--- config.mk ---
export PLATFORM = sky130hd
export DESIGN_NAME = sbcm_top
export DESIGN_NICKNAME = d
export VERILOG_FILES = /design/src/sbcm_pkg.sv /design/src/sbcm_top.sv /design/src/sbcm_sync.sv
export SDC_FILE = /design/constraint.sdc
export NUM_CORES = 1
export LEC_CHECK = 0
export BUFFER_PORTS_ARGS = -buffer_cell sky130_fd_sc_hd__buf_2
export CAP_MARGIN = 0
export CORE_MARGIN = 10
export CORE_UTILIZATION = 30
export CTS_BUF_LIST = sky130_fd_sc_hd__clkbuf_4 sky130_fd_sc_hd__clkbuf_8
export DETAILED_ROUTE_END_ITERATION = 10
export MAX_ROUTING_LAYER = met4
export PLACE_DENSITY_LB_ADDON = 0.08
export SYNTH_ARGS = -nofsm -noshare
export SYNTH_HDL_FRONTEND = slang
export SYNTH_SLANG_ARGS = --single-unit
--- constraint.sdc ---
create_clock -name ref_clk -period 3 [get_ports ref_clk]
set_clock_uncertainty 0.05 [all_clocks]
set_input_delay 0.6 -clock ref_clk [delete_from_list [all_inputs] [get_ports ref_clk]]
set_output_delay 0.6 -clock ref_clk [all_outputs]
set_load 0.02 [all_outputs]
--- src/sbcm_pkg.sv ---
// sbcm_pkg.sv: constants and types of the safe brake channel monitor
// How it works
// (RULE1) both safety inputs low or open: both brake outputs unpowered.
// (RULE2) brake outputs follow the cpu command only with both inputs high.
// (RULE3) each low input forces its own brake output off on its own.
// (RULE4) the safety chain switches both inputs together, up and down.
// (RULE5) after release, outputs stay unpowered until the cpu requests open.
// (RULE6) feedback open while both channels are off and unpowered.
// (RULE7) feedback closed only with both outputs powered by the command.
// (RULE8) feedback disagreeing with inputs and outputs is an alarm to watch.
// (RULE9) one input high, other low beyond 2 s: feedback latches locked open.
// (RULE10) locked open holds feedback open; clears when both inputs go low.
// (RULE11) dangerous output section failure closes feedback with inputs low.
// (RULE12) input section failure keeps feedback open in every combination.
// (RULE13) brake power removed within 50 ms of the safety inputs dropping.
// (RULE14) the controller watches feedback against the expected state.
// (RULE15) discrepancy timer counts while inputs disagree, restarts on agree.
`default_nettype none
package sbcm_pkg;
  // ****************************************
  // timing
  // ****************************************
  localparam int unsigned CLK_HZ = 250_000_000;
  localparam int unsigned DISC_TIME_MS = 2000;
  localparam int unsigned INTERV_TIME_MS = 50;
  localparam longint unsigned DISC_CYCLES =
    longint'(CLK_HZ) / 1000 * DISC_TIME_MS;
  localparam longint unsigned INTERV_CYCLES =
    longint'(CLK_HZ) / 1000 * INTERV_TIME_MS;
  localparam int unsigned SYNC_STAGES = 2;
  localparam logic LOCK_RESET = 1'b0;
  // ****************************************
  // carriers
  // ****************************************
  typedef struct packed {
    logic in_a;
    logic in_b;
  } sbcm_pair_t;
  typedef struct packed {
    logic input_fail;
    logic output_fail;
  } sbcm_diag_t;
  typedef enum logic [1:0] {
    SBCM_SAFE = 2'b00,
    SBCM_HALF = 2'b01,
    SBCM_RELEASED = 2'b10,
    SBCM_LOCKED = 2'b11
  } sbcm_state_t;
endpackage : sbcm_pkg
`default_nettype wire

--- src/sbcm_top.sv ---
// sbcm_top.sv: dual channel brake gating and feedback monitor
`default_nettype none
module sbcm_top #(
  parameter longint unsigned DISC_CYC = sbcm_pkg::DISC_CYCLES
) (
  input wire logic ref_clk,
  input wire logic rst,
  input wire logic safety_input_a,
  input wire logic safety_input_b,
  input wire logic cpu_brake_open_request,
  input wire logic input_fail_det,
  input wire logic output_fail_det,
  output logic brake_power_out_a,
  output logic brake_power_out_b,
  output logic safety_feedback_out,
  output logic locked_open,
  output var sbcm_pkg::sbcm_state_t mon_state
);
  import sbcm_pkg::*;

  // ****************************************
  // input synchronisation
  // ****************************************
  logic [3:0] raw_in;
  logic [3:0] sync_in;
  sbcm_pair_t safe_in;
  sbcm_diag_t diag;
  logic cmd;
  assign raw_in = {safety_input_a, safety_input_b,
                   input_fail_det, output_fail_det};
  sbcm_sync #(.WIDTH(4)) u_sync (
    .ref_clk(ref_clk),
    .rst(rst),
    .async_in(raw_in),
    .sync_out(sync_in)
  );
  assign safe_in = sync_in[3:2];
  assign diag = sync_in[1:0];
  assign cmd = cpu_brake_open_request;

  // ****************************************
  // brake channels
  // ****************************************
  logic safe_switch_channel_a;
  logic safe_switch_channel_b;
  logic both_high;
  logic both_low;
  logic disagree;
  assign safe_switch_channel_a = safe_in.in_a; // see (RULE3)
  assign safe_switch_channel_b = safe_in.in_b; // see (RULE3)
  assign both_high = safe_in.in_a & safe_in.in_b;
  assign both_low = ~safe_in.in_a & ~safe_in.in_b;
  assign disagree = safe_in.in_a ^ safe_in.in_b;

  always_ff @(posedge ref_clk) begin
    if (rst) begin
      brake_power_out_a <= 1'b0;
      brake_power_out_b <= 1'b0;
    end else begin
      // functional command only passes with both high; see (RULE2) (RULE5)
      brake_power_out_a <= safe_switch_channel_a & both_high
                           & cmd; // see (RULE1) (RULE3)
      brake_power_out_b <= safe_switch_channel_b & both_high
                           & cmd; // see (RULE1) (RULE3)
    end
  end

  // ****************************************
  // discrepancy timer
  // ****************************************
  logic [31:0] disc_cnt_q;
  logic disc_expired;
  assign disc_expired = (64'(disc_cnt_q) >= DISC_CYC);
  always_ff @(posedge ref_clk) begin
    if (rst || !disagree) begin
      disc_cnt_q <= '0; // see (RULE15)
    end else if (!disc_expired) begin
      disc_cnt_q <= disc_cnt_q + 32'h00000001; // see (RULE15)
    end
  end

  always_ff @(posedge ref_clk) begin
    if (rst) begin
      locked_open <= LOCK_RESET;
    end else if (disc_expired && disagree) begin
      locked_open <= 1'b1; // see (RULE9)
    end else if (both_low) begin
      locked_open <= 1'b0; // see (RULE10)
    end
  end

  // ****************************************
  // feedback
  // ****************************************
  logic fb_d;
  always_comb begin
    if (diag.input_fail) begin
      fb_d = 1'b0; // see (RULE12)
    end else if (locked_open) begin
      fb_d = 1'b0; // see (RULE10)
    end else if (diag.output_fail && both_low) begin
      fb_d = 1'b1; // see (RULE11) (RULE8)
    end else begin
      // closed only with both outputs powered; see (RULE6) (RULE7)
      fb_d = brake_power_out_a & brake_power_out_b;
    end
  end
  always_ff @(posedge ref_clk) begin
    if (rst) begin
      safety_feedback_out <= 1'b0;
    end else begin
      safety_feedback_out <= fb_d;
    end
  end

  // ****************************************
  // state summary
  // ****************************************
  always_ff @(posedge ref_clk) begin
    if (rst) begin
      mon_state <= SBCM_SAFE;
    end else begin
      case (1'b1)
        (locked_open && !both_low): mon_state <= SBCM_LOCKED;
        both_high: mon_state <= SBCM_RELEASED;
        disagree: mon_state <= SBCM_HALF;
        default: mon_state <= SBCM_SAFE;
      endcase
    end
  end

  // ****************************************
  // intervention time watch
  // ****************************************
  // cycles a low input leaves its brake powered
  logic [31:0] off_wait_a_q;
  logic [31:0] off_wait_b_q;
  always_ff @(posedge ref_clk) begin
    if (rst || safe_in.in_a || !brake_power_out_a) begin
      off_wait_a_q <= '0;
    end else begin
      off_wait_a_q <= off_wait_a_q + 32'h00000001; // see (RULE13)
    end
  end
  always_ff @(posedge ref_clk) begin
    if (rst || safe_in.in_b || !brake_power_out_b) begin
      off_wait_b_q <= '0;
    end else begin
      off_wait_b_q <= off_wait_b_q + 32'h00000001; // see (RULE13)
    end
  end

  // ****************************************
  // checks
  // ****************************************
  a_low_in_off: assert property ( // see (RULE3)
    @(posedge ref_clk) disable iff (rst)
    !safe_in.in_a |=> !brake_power_out_a)
    else $error("channel a powered with input a low");
  a_b_low_off: assert property ( // see (RULE3)
    @(posedge ref_clk) disable iff (rst)
    !safe_in.in_b |=> !brake_power_out_b)
    else $error("channel b powered with input b low");
  a_half_off: assert property ( // see (RULE3)
    @(posedge ref_clk) disable iff (rst)
    disagree |=> !brake_power_out_a && !brake_power_out_b)
    else $error("brake powered with one input low");
  a_both_low_off: assert property ( // see (RULE1)
    @(posedge ref_clk) disable iff (rst)
    both_low |=> !brake_power_out_a && !brake_power_out_b)
    else $error("brake powered with both inputs low");
  a_no_cmd_off: assert property ( // see (RULE5)
    @(posedge ref_clk) disable iff (rst)
    !cmd |=> !brake_power_out_a && !brake_power_out_b)
    else $error("brake powered without command");
  a_release_on: assert property ( // see (RULE2)
    @(posedge ref_clk) disable iff (rst)
    both_high && cmd |=> brake_power_out_a && brake_power_out_b)
    else $error("brake not powered when released and commanded");
  a_drop_time: assert property ( // see (RULE13)
    @(posedge ref_clk) disable iff (rst)
    $fell(safety_input_a) |-> ##[1:4] !brake_power_out_a)
    else $error("brake a power not removed in time");
  a_drop_time_b: assert property ( // see (RULE13)
    @(posedge ref_clk) disable iff (rst)
    $fell(safety_input_b) |-> ##[1:4] !brake_power_out_b)
    else $error("brake b power not removed in time");
  a_drop_bound_a: assert property ( // see (RULE13)
    @(posedge ref_clk) disable iff (rst)
    64'(off_wait_a_q) < INTERV_CYCLES)
    else $error("brake a powered past intervention time");
  a_drop_bound_b: assert property ( // see (RULE13)
    @(posedge ref_clk) disable iff (rst)
    64'(off_wait_b_q) < INTERV_CYCLES)
    else $error("brake b powered past intervention time");
  a_fb_open: assert property ( // see (RULE6)
    @(posedge ref_clk) disable iff (rst)
    !brake_power_out_a && !brake_power_out_b && !diag.output_fail
    |=> !safety_feedback_out)
    else $error("feedback closed with outputs off");
  a_fb_closed: assert property ( // see (RULE7)
    @(posedge ref_clk) disable iff (rst)
    brake_power_out_a && brake_power_out_b && !locked_open
    && !diag.input_fail |=> safety_feedback_out)
    else $error("feedback open with outputs on");
  a_in_fail: assert property ( // see (RULE12)
    @(posedge ref_clk) disable iff (rst)
    diag.input_fail |=> !safety_feedback_out)
    else $error("feedback closed during input failure");
  a_lock_set: assert property ( // see (RULE9)
    @(posedge ref_clk) disable iff (rst)
    disagree && disc_expired |=> locked_open)
    else $error("lock not set on discrepancy expiry");
  a_lock_state: assert property ( // see (RULE9)
    @(posedge ref_clk) disable iff (rst)
    locked_open && !both_low |=> mon_state == SBCM_LOCKED)
    else $error("summary not locked while lock held");
  a_state_half: assert property ( // see (RULE3)
    @(posedge ref_clk) disable iff (rst)
    disagree && !locked_open |=> mon_state == SBCM_HALF)
    else $error("summary not half with one input high");
  a_lock_hold: assert property ( // see (RULE10)
    @(posedge ref_clk) disable iff (rst)
    locked_open |=> !safety_feedback_out)
    else $error("feedback closed while locked open");
  a_lock_keep: assert property ( // see (RULE10)
    @(posedge ref_clk) disable iff (rst)
    locked_open && !both_low |=> locked_open)
    else $error("lock dropped without both inputs low");
  a_lock_clear: assert property ( // see (RULE10)
    @(posedge ref_clk) disable iff (rst)
    locked_open && both_low |=> !locked_open)
    else $error("lock kept with both inputs low");
  a_out_fail: assert property ( // see (RULE11)
    @(posedge ref_clk) disable iff (rst)
    diag.output_fail && both_low && !diag.input_fail && !locked_open
    |=> safety_feedback_out)
    else $error("feedback not closed on output failure");
  a_timer_rst: assert property ( // see (RULE15)
    @(posedge ref_clk) disable iff (rst)
    !disagree |=> disc_cnt_q == 32'h00000000)
    else $error("discrepancy timer not restarted");
  a_timer_step: assert property ( // see (RULE15)
    @(posedge ref_clk) disable iff (rst)
    disagree && !disc_expired
    |=> disc_cnt_q == $past(disc_cnt_q) + 32'h00000001)
    else $error("discrepancy timer not counting");
endmodule : sbcm_top
`default_nettype wire

--- src/sbcm_sync.sv ---
// sbcm_sync.sv: two-stage synchroniser for a vector of pin levels
`default_nettype none
module sbcm_sync #(
  parameter int unsigned WIDTH = 2
) (
  input wire logic ref_clk,
  input wire logic rst,
  input wire logic [WIDTH-1:0] async_in,
  output logic [WIDTH-1:0] sync_out
);
  logic [WIDTH-1:0] meta_q;
  always_ff @(posedge ref_clk) begin
    if (rst) begin
      meta_q <= '0;
      sync_out <= '0;
    end else begin
      meta_q <= async_in;
      sync_out <= meta_q;
    end
  end
endmodule : sbcm_sync
`default_nettype wire

==> run_results.csv, run 1 <==
group,metric,value,unit
global_route,grt_antenna_before_repair,0,
synthesis,yosysMostFrequentCell,"dfxtp_1",
synthesis,yosys.area.top_type,"dfxtp_1",
synthesis,syn_area,0.00209,sq mm
power,p_seq_share,58.9,%
final_layout,drive_above_1_share,12.0,%
setup_path,cp.required,3.17,ns
synthesis,postSynthCellCount,245,
final_layout,n_antenna_cell,0,
clocking,cts.clk_slew.worst_paths,0.09,ns
power,p_sw,246,uW
clocking,htreeDepth,2,
synthesis,ys_top_cells_by_count,"45 x dfxtp_1, 21 x a21oi_1, 20 x nand2_1",
setup_path,cp_slowest_cell,"or4_1",
clocking,post-cts-setup-buffer-count,0,
detailed_routing,wl,4730,um
global_route,grt_max_degree,25,
setup_path,crit_family,"simple AND/OR/NAND/NOR gates",
setup_path,cp-start-kind,"flip-flop",
detailed_routing,drc,0,
power,netSwitchingFraction,23.9,%
sta,tightest_slew,0.557,ns
power,peakVddDrop,0.000273,V
global_route,overflow,0,
final_layout,nFillCells,716,
synthesis,yosysUniqueCellTypes,38,
sta,holdWs,0.352,ns
power,total_power,1030,uW
sta,post-route-period-util,88.7,%
synthesis,synth_top_family_by_area,"simple AND/OR/NAND/NOR gates",
sta,maxSlewViolCount,0,
clocking,cts_root_buf,"clkbuf_8",
power,p_int,783,uW
setup_path,max_stage_delay,0.65,ns
synthesis,synth_simple_gate_area_share,31.2,%
die,coreArea,0.00679,sq mm
sta,fin_setup_tns,0,ns
detailed_routing,first_pass_iters,4,
global_route,grt_pass1_vias,1671,
setup_path,crit_fanout,7,
die,die_h,103,um
synthesis,yosysWarnings,0,
sta,layout_min_cycle_time,2.66,ns
synthesis,netlist_top_cells_area,"dfxtp_1 43%, a21oi_1 5.0%, or4_1 4.7%",
detailed_routing,wl_per_cell,13.4,um
synthesis,muxShareOfSynthArea,3.84,%
sta,setup_viol,0,
detailed_routing,met1Wirelength,2500,um
clocking,ctsResizeCount,0,
synthesis,synth.avg_cell_area,8.51,sq um
sta,grt_setup_unrepaired,"false",
power,clkPwrFrac,37.7,%
synthesis,syn-num-nets,257,
die,top_level_ports,13,
synthesis,synthXorXnorAreaFrac,0,%
final_layout,layout.nets,269,
synthesis,synthAdderAreaFrac,3.00,%
clocking,cts_tree,"yes",
detailed_routing,route.met3.wl,129,um
setup_path,crit_path_end_kind,"flip-flop",
clocking,postCtsHoldBufs,0,
clocking,cts-buffers-inserted,5,
synthesis,ys_ff_latch,45,
synthesis,synth_edf_count,0,
detailed_routing,dr_total_vias,1777,
setup_path,path_cells,"ha_1, inv_2, or3_4, or4_1, or4_1, a21oi_1",
synthesis,ys_seq_area_share,43.2,%
final_layout,area_growth,12.4,%
clocking,cts.sinks,45,
setup_path,critPathKind,"reg -> reg",
clocking,clk_latency,0.30,ns
placed_design,io_buffers,12,
die,rows,30,
global_route,grtUsageTotal,9.67,%
synthesis,synth_top_area_share,43.2,%
synthesis,async_reset_ff_share,0,%
setup_path,arrival,2.83,ns
detailed_routing,met2_length,2060,um
detailed_routing,ant_nets,0,
placed_design,gp_congestion,0.767,
setup_path,cp_num_buf_inv,1,
sta,hold_violations,0,
final_layout,fin_util,34.5,%
power,p_per_area,439,mW/mm^2
placed_design,dp_slack,0.414,ns
flow_run,maxCapViolCount,0,
global_route,grt_pass1_wl,8020,um
synthesis,yosys_most_used_dff,"dfxtp_1",
run_status,status,"finished, final reports clean",
synthesis,synth_compound_area_share,14.3,%
min_path,hp-class,"reg -> reg",
detailed_routing,top_layer_used,"met4",
placed_design,hpwl,3280,um
sta,max_slew_margin,62.6,%
die,design.die.area,0.0107,sq mm
setup_path,cpMostUsedCell,"or4_1",
detailed_routing,viasPerCell,5.02,
clocking,cts_max_path_buffers,2,
detailed_routing,first_iter_violations,84,
power,p_comb_share,3.4,%
sta,setup_ws,0.338,ns
die,start_util,30.7,%
die,fp.dieW,103,um
sta,fmax,0.376,GHz
power,p_leak,0.000791,uW
## path summary, 6_finish.rpt
kind / from / to / slack (ns) / depth (start not counted)
setup / recovery: disc_cnt_q[1] / disc_cnt_q[14] / 0.34 / 6
hold / removal: u_sync.sync_out[1] / safety_feedback_out / 0.35 / 1
setup reg to reg: disc_cnt_q[1] / disc_cnt_q[14] / 0.34 / 6
hold reg to reg: u_sync.sync_out[1] / safety_feedback_out / 0.35 / 1
## power groups by stage
stage / logic, uW / registers (uW) / clock network (uW)
after floorplan: 21.9 / 622 / 0
after global placement: 35.7 / 621 / 0
after detailed placement: 35.7 / 621 / 0
after CTS: 35.5 / 607 / 411
after global routing: 39.8 / 608 / 424
final: 34.7 / 607 / 388
## per-layer routing
| metal | up-vias | global-route usage, % |
|---|---|---|
| met3 | 6 | 2.46 |
| li1 | 917 | - |
| met1 | 830 | 12.6 |
| met5 | - | - |
| met4 | 0 | 2.99 |
| met2 | 24 | 14.4 |
## per-stage QoR
step,area [sq um],std cells
floorplan,2090,245
global placement,2250,346
detailed placement,2250,346
CTS,2340,354
global route,2340,354
finish,2340,354
## placed cells by master (no fill, tap or decap), types with 2 or more instances in the layout
| cell type | instances |
|---|---|
| a21oi_1 | 21 |
| and2_1 | 3 |
| and4_1 | 3 |
| buf_2 | 12 |
| buf_4 | 6 |
| clkbuf_8 | 5 |
| dfxtp_1 | 45 |
| ha_1 | 5 |
| inv_1 | 9 |
| mux2i_1 | 8 |
| nand2_1 | 20 |
| nand2b_1 | 10 |
| nand3_1 | 17 |
| nand4_1 | 6 |
| nor2_1 | 11 |
| nor2b_1 | 10 |
| nor3_1 | 5 |
| nor4_1 | 5 |
| o21ai_0 | 8 |
| o21ai_1 | 2 |
| o31ai_1 | 11 |
| or3_1 | 5 |
| or4_1 | 13 |
## sequential cells by signal, summed over array words and instances (netlist names)
signal / count
disc_cnt_q: 32
u_sync.meta_q: 4
brake_power_out_a: 1
safety_feedback_out: 1
mon_state: 2
locked_open: 1
u_sync.sync_out: 4
## layout make-up
class                           count  area, sq um  share of cell area, %
Timing Repair Buffer               18          105                   4.48
Multi-Input combinational cell    177         1090                   46.5
Sequential cell                    45          901                   38.4
Clock buffer                        5         68.8                   2.93
Inverter                           10         37.5                   1.60
Tap cell                           96          120                   5.12
Clock inverter                      3         21.3                  0.907
## cell families (layout without fill, tap and decap cells)
logic type | count (synthesis) | in the layout
AND/OR/NAND/NOR | 115 | 115
AO/OA/AOI/OAI | 49 | 49
flip-flops | 45 | 45
buffers and inverters | 23 | 36
multiplexers | 8 | 8
adder cells (fa/ha/maj) | 5 | 5
Power figures use the tool's default switching activity.
==> run 2: changes to the inputs <==
--- a/config.mk
+++ b/config.mk
@@ -13,6 +13,7 @@
 export DETAILED_ROUTE_END_ITERATION = 10
 export MAX_ROUTING_LAYER = met4
 export PLACE_DENSITY_LB_ADDON = 0.08
+export RECOVER_POWER = 50
 export SYNTH_ARGS = -nofsm -noshare
 export SYNTH_HDL_FRONTEND = slang
 export SYNTH_SLANG_ARGS = --single-unit
==> run_results.csv, run 2 (synthesis results as in run 1) <==
group,metric,value,unit
detailed_routing,drc,0,
clocking,cts_root_buf,"clkbuf_8",
global_route,overflow,0,
clocking,cts_max_path_buffers,2,
min_path,worstHoldStart,"u_sync.sync_out[1]",
power,p_per_area,441,mW/mm^2
sta,fin_setup_tns,0,ns
die,die_h,103,um
min_path,hold_path_end,"safety_feedback_out",
final_layout,multi_input_area,0.00109,sq mm
setup_path,r2r_start,"disc_cnt_q[1]",
final_layout,fin_util,34.3,%
die,fp.dieW,103,um
detailed_routing,viasPerCell,5.03,
global_route,grt_antenna_before_repair,0,
clocking,cts_tree,"yes",
detailed_routing,ant_nets,0,
sta,fmax,0.375,GHz
placed_design,io_buffers,12,
clocking,clk_latency,0.30,ns
setup_path,arrival,2.84,ns
global_route,grt_max_degree,25,
flow_run,maxCapViolCount,0,
power,p_leak,0.000754,uW
run_status,status,"finished, final reports clean",
die,design.die.area,0.0107,sq mm
detailed_routing,first_iter_violations,73,
final_layout,instances_no_fill,354,
die,rows,30,
sta,post-route-period-util,88.9,%
die,top_level_ports,13,
sta,layout_min_cycle_time,2.67,ns
setup_path,r2r_end,"disc_cnt_q[14]",
sta,hold_violations,0,
die,coreArea,0.00679,sq mm
detailed_routing,first_pass_iters,4,
final_layout,n_antenna_cell,0,
clocking,htreeDepth,2,
final_layout,layout.nets,269,
clocking,post-cts-setup-buffer-count,0,
power,total_power,1030,uW
final_layout,regMostFlops,"disc_cnt_q",
final_layout,largest_reg_flops,32,
final_layout,nFillCells,723,
detailed_routing,route.met3.wl,128,um
placed_design,gp_congestion,0.767,
setup_path,crit_fanout,7,
final_layout,drive_above_1_share,8.53,%
setup_path,cp-start-kind,"flip-flop",
die,start_util,30.7,%
final_layout,mostFrequentLayoutCells,"45 x dfxtp_1, 21 x a21oi_1, 20 x nand2_1",
detailed_routing,wl,4710,um
sta,tightest_slew,0.961,ns
setup_path,crit_path_end_kind,"flip-flop",
setup_path,reg2reg_slack,0.33,ns
sta,max_slew_margin,35.9,%
detailed_routing,met1Wirelength,2500,um
detailed_routing,dr_total_vias,1781,
clocking,ctsResizeCount,0,
setup_path,reg2reg_depth,6,
clocking,cts.clk_slew.worst_paths,0.09,ns
sta,maxSlewViolCount,0,
setup_path,critPathKind,"reg -> reg",
placed_design,hpwl,3280,um
placed_design,dp_cells,346,
clocking,cts.sinks,45,
detailed_routing,top_layer_used,"met4",
power,peakVddDrop,0.000273,V
global_route,grt_pass1_vias,1671,
sta,setup_viol,0,
setup_path,cp.required,3.17,ns
clocking,cts-buffers-inserted,5,
min_path,min_path_cells,1,
final_layout,top_regs,"disc_cnt_q (32), u_sync.meta_q (4), u_sync.sync_out (4)",
final_layout,area_growth,11.6,%
final_layout,final_common_cell,"dfxtp_1",
global_route,grtUsageTotal,9.67,%
final_layout,regArea,901,sq um
min_path,hp-class,"reg -> reg",
detailed_routing,met2_length,2030,um
detailed_routing,wl_per_cell,13.3,um
global_route,grt_pass1_wl,8020,um
clocking,postCtsHoldBufs,0,
sta,grt_setup_unrepaired,"false",
run 2: changes by cell type in the layout (fill, tap and decap cells not counted):
cell / before / now
clkbuf_1: 0 / 9
buf_2: 12 / 5
buf_4: 6 / 4
run 2: critical path, stage by stage, from the launching register on:
cell,delay [ns]
dfxtp_1,0.43
ha_1,0.28
inv_2,0.05
or3_4,0.41
or4_1,0.65
or4_1,0.55
a21oi_1,0.17
run 2: cell type report:
cell class	count	share of cell area (%)
Sequential cell	45	38.7
Clock buffer	5	2.96
Multi-Input combinational cell	177	46.9
Clock inverter	3	0.913
Inverter	10	1.61
Timing Repair Buffer	18	3.82
Tap cell	96	5.16
run 2: stage by stage:
stage	cell area, sq um	hold WS [ns]	setup slack [ns]
after floorplan	2090	0.324	0.581
after global placement	2250	0.351	0.476
after detailed placement	2250	0.340	0.414
after CTS	2340	0.358	0.323
after global routing	2330	0.390	0.203
final	2330	0.352	0.334
run 2: worst max-delay path by stage:
stage                  startpoint             end  cells after the start
floorplan           disc_cnt_q[1]  disc_cnt_q[14]                      7
global placement    disc_cnt_q[0]  disc_cnt_q[14]                      6
detailed placement  disc_cnt_q[1]  disc_cnt_q[14]                      6
CTS                 disc_cnt_q[1]  disc_cnt_q[14]                      6
global route        disc_cnt_q[1]  disc_cnt_q[14]                      6
finish              disc_cnt_q[1]  disc_cnt_q[14]                      6
run 2: layer usage:
metal  track usage [%]  vias to the layer above
met5                 -                        -
met4              2.99                        0
met3              2.46                        6
met2              14.4                       26
met1              12.6                      829
li1                  -                      920
run 2: power by group:
| part | total (uW) | leakage (uW) | internal, uW | switching [uW] |
|---|---|---|---|---|
| clock network | 386 | 0.0000445 | 166 | 221 |
| logic | 33.5 | 0.000345 | 12.7 | 20.9 |
| registers | 607 | 0.000364 | 604 | 3.02 |
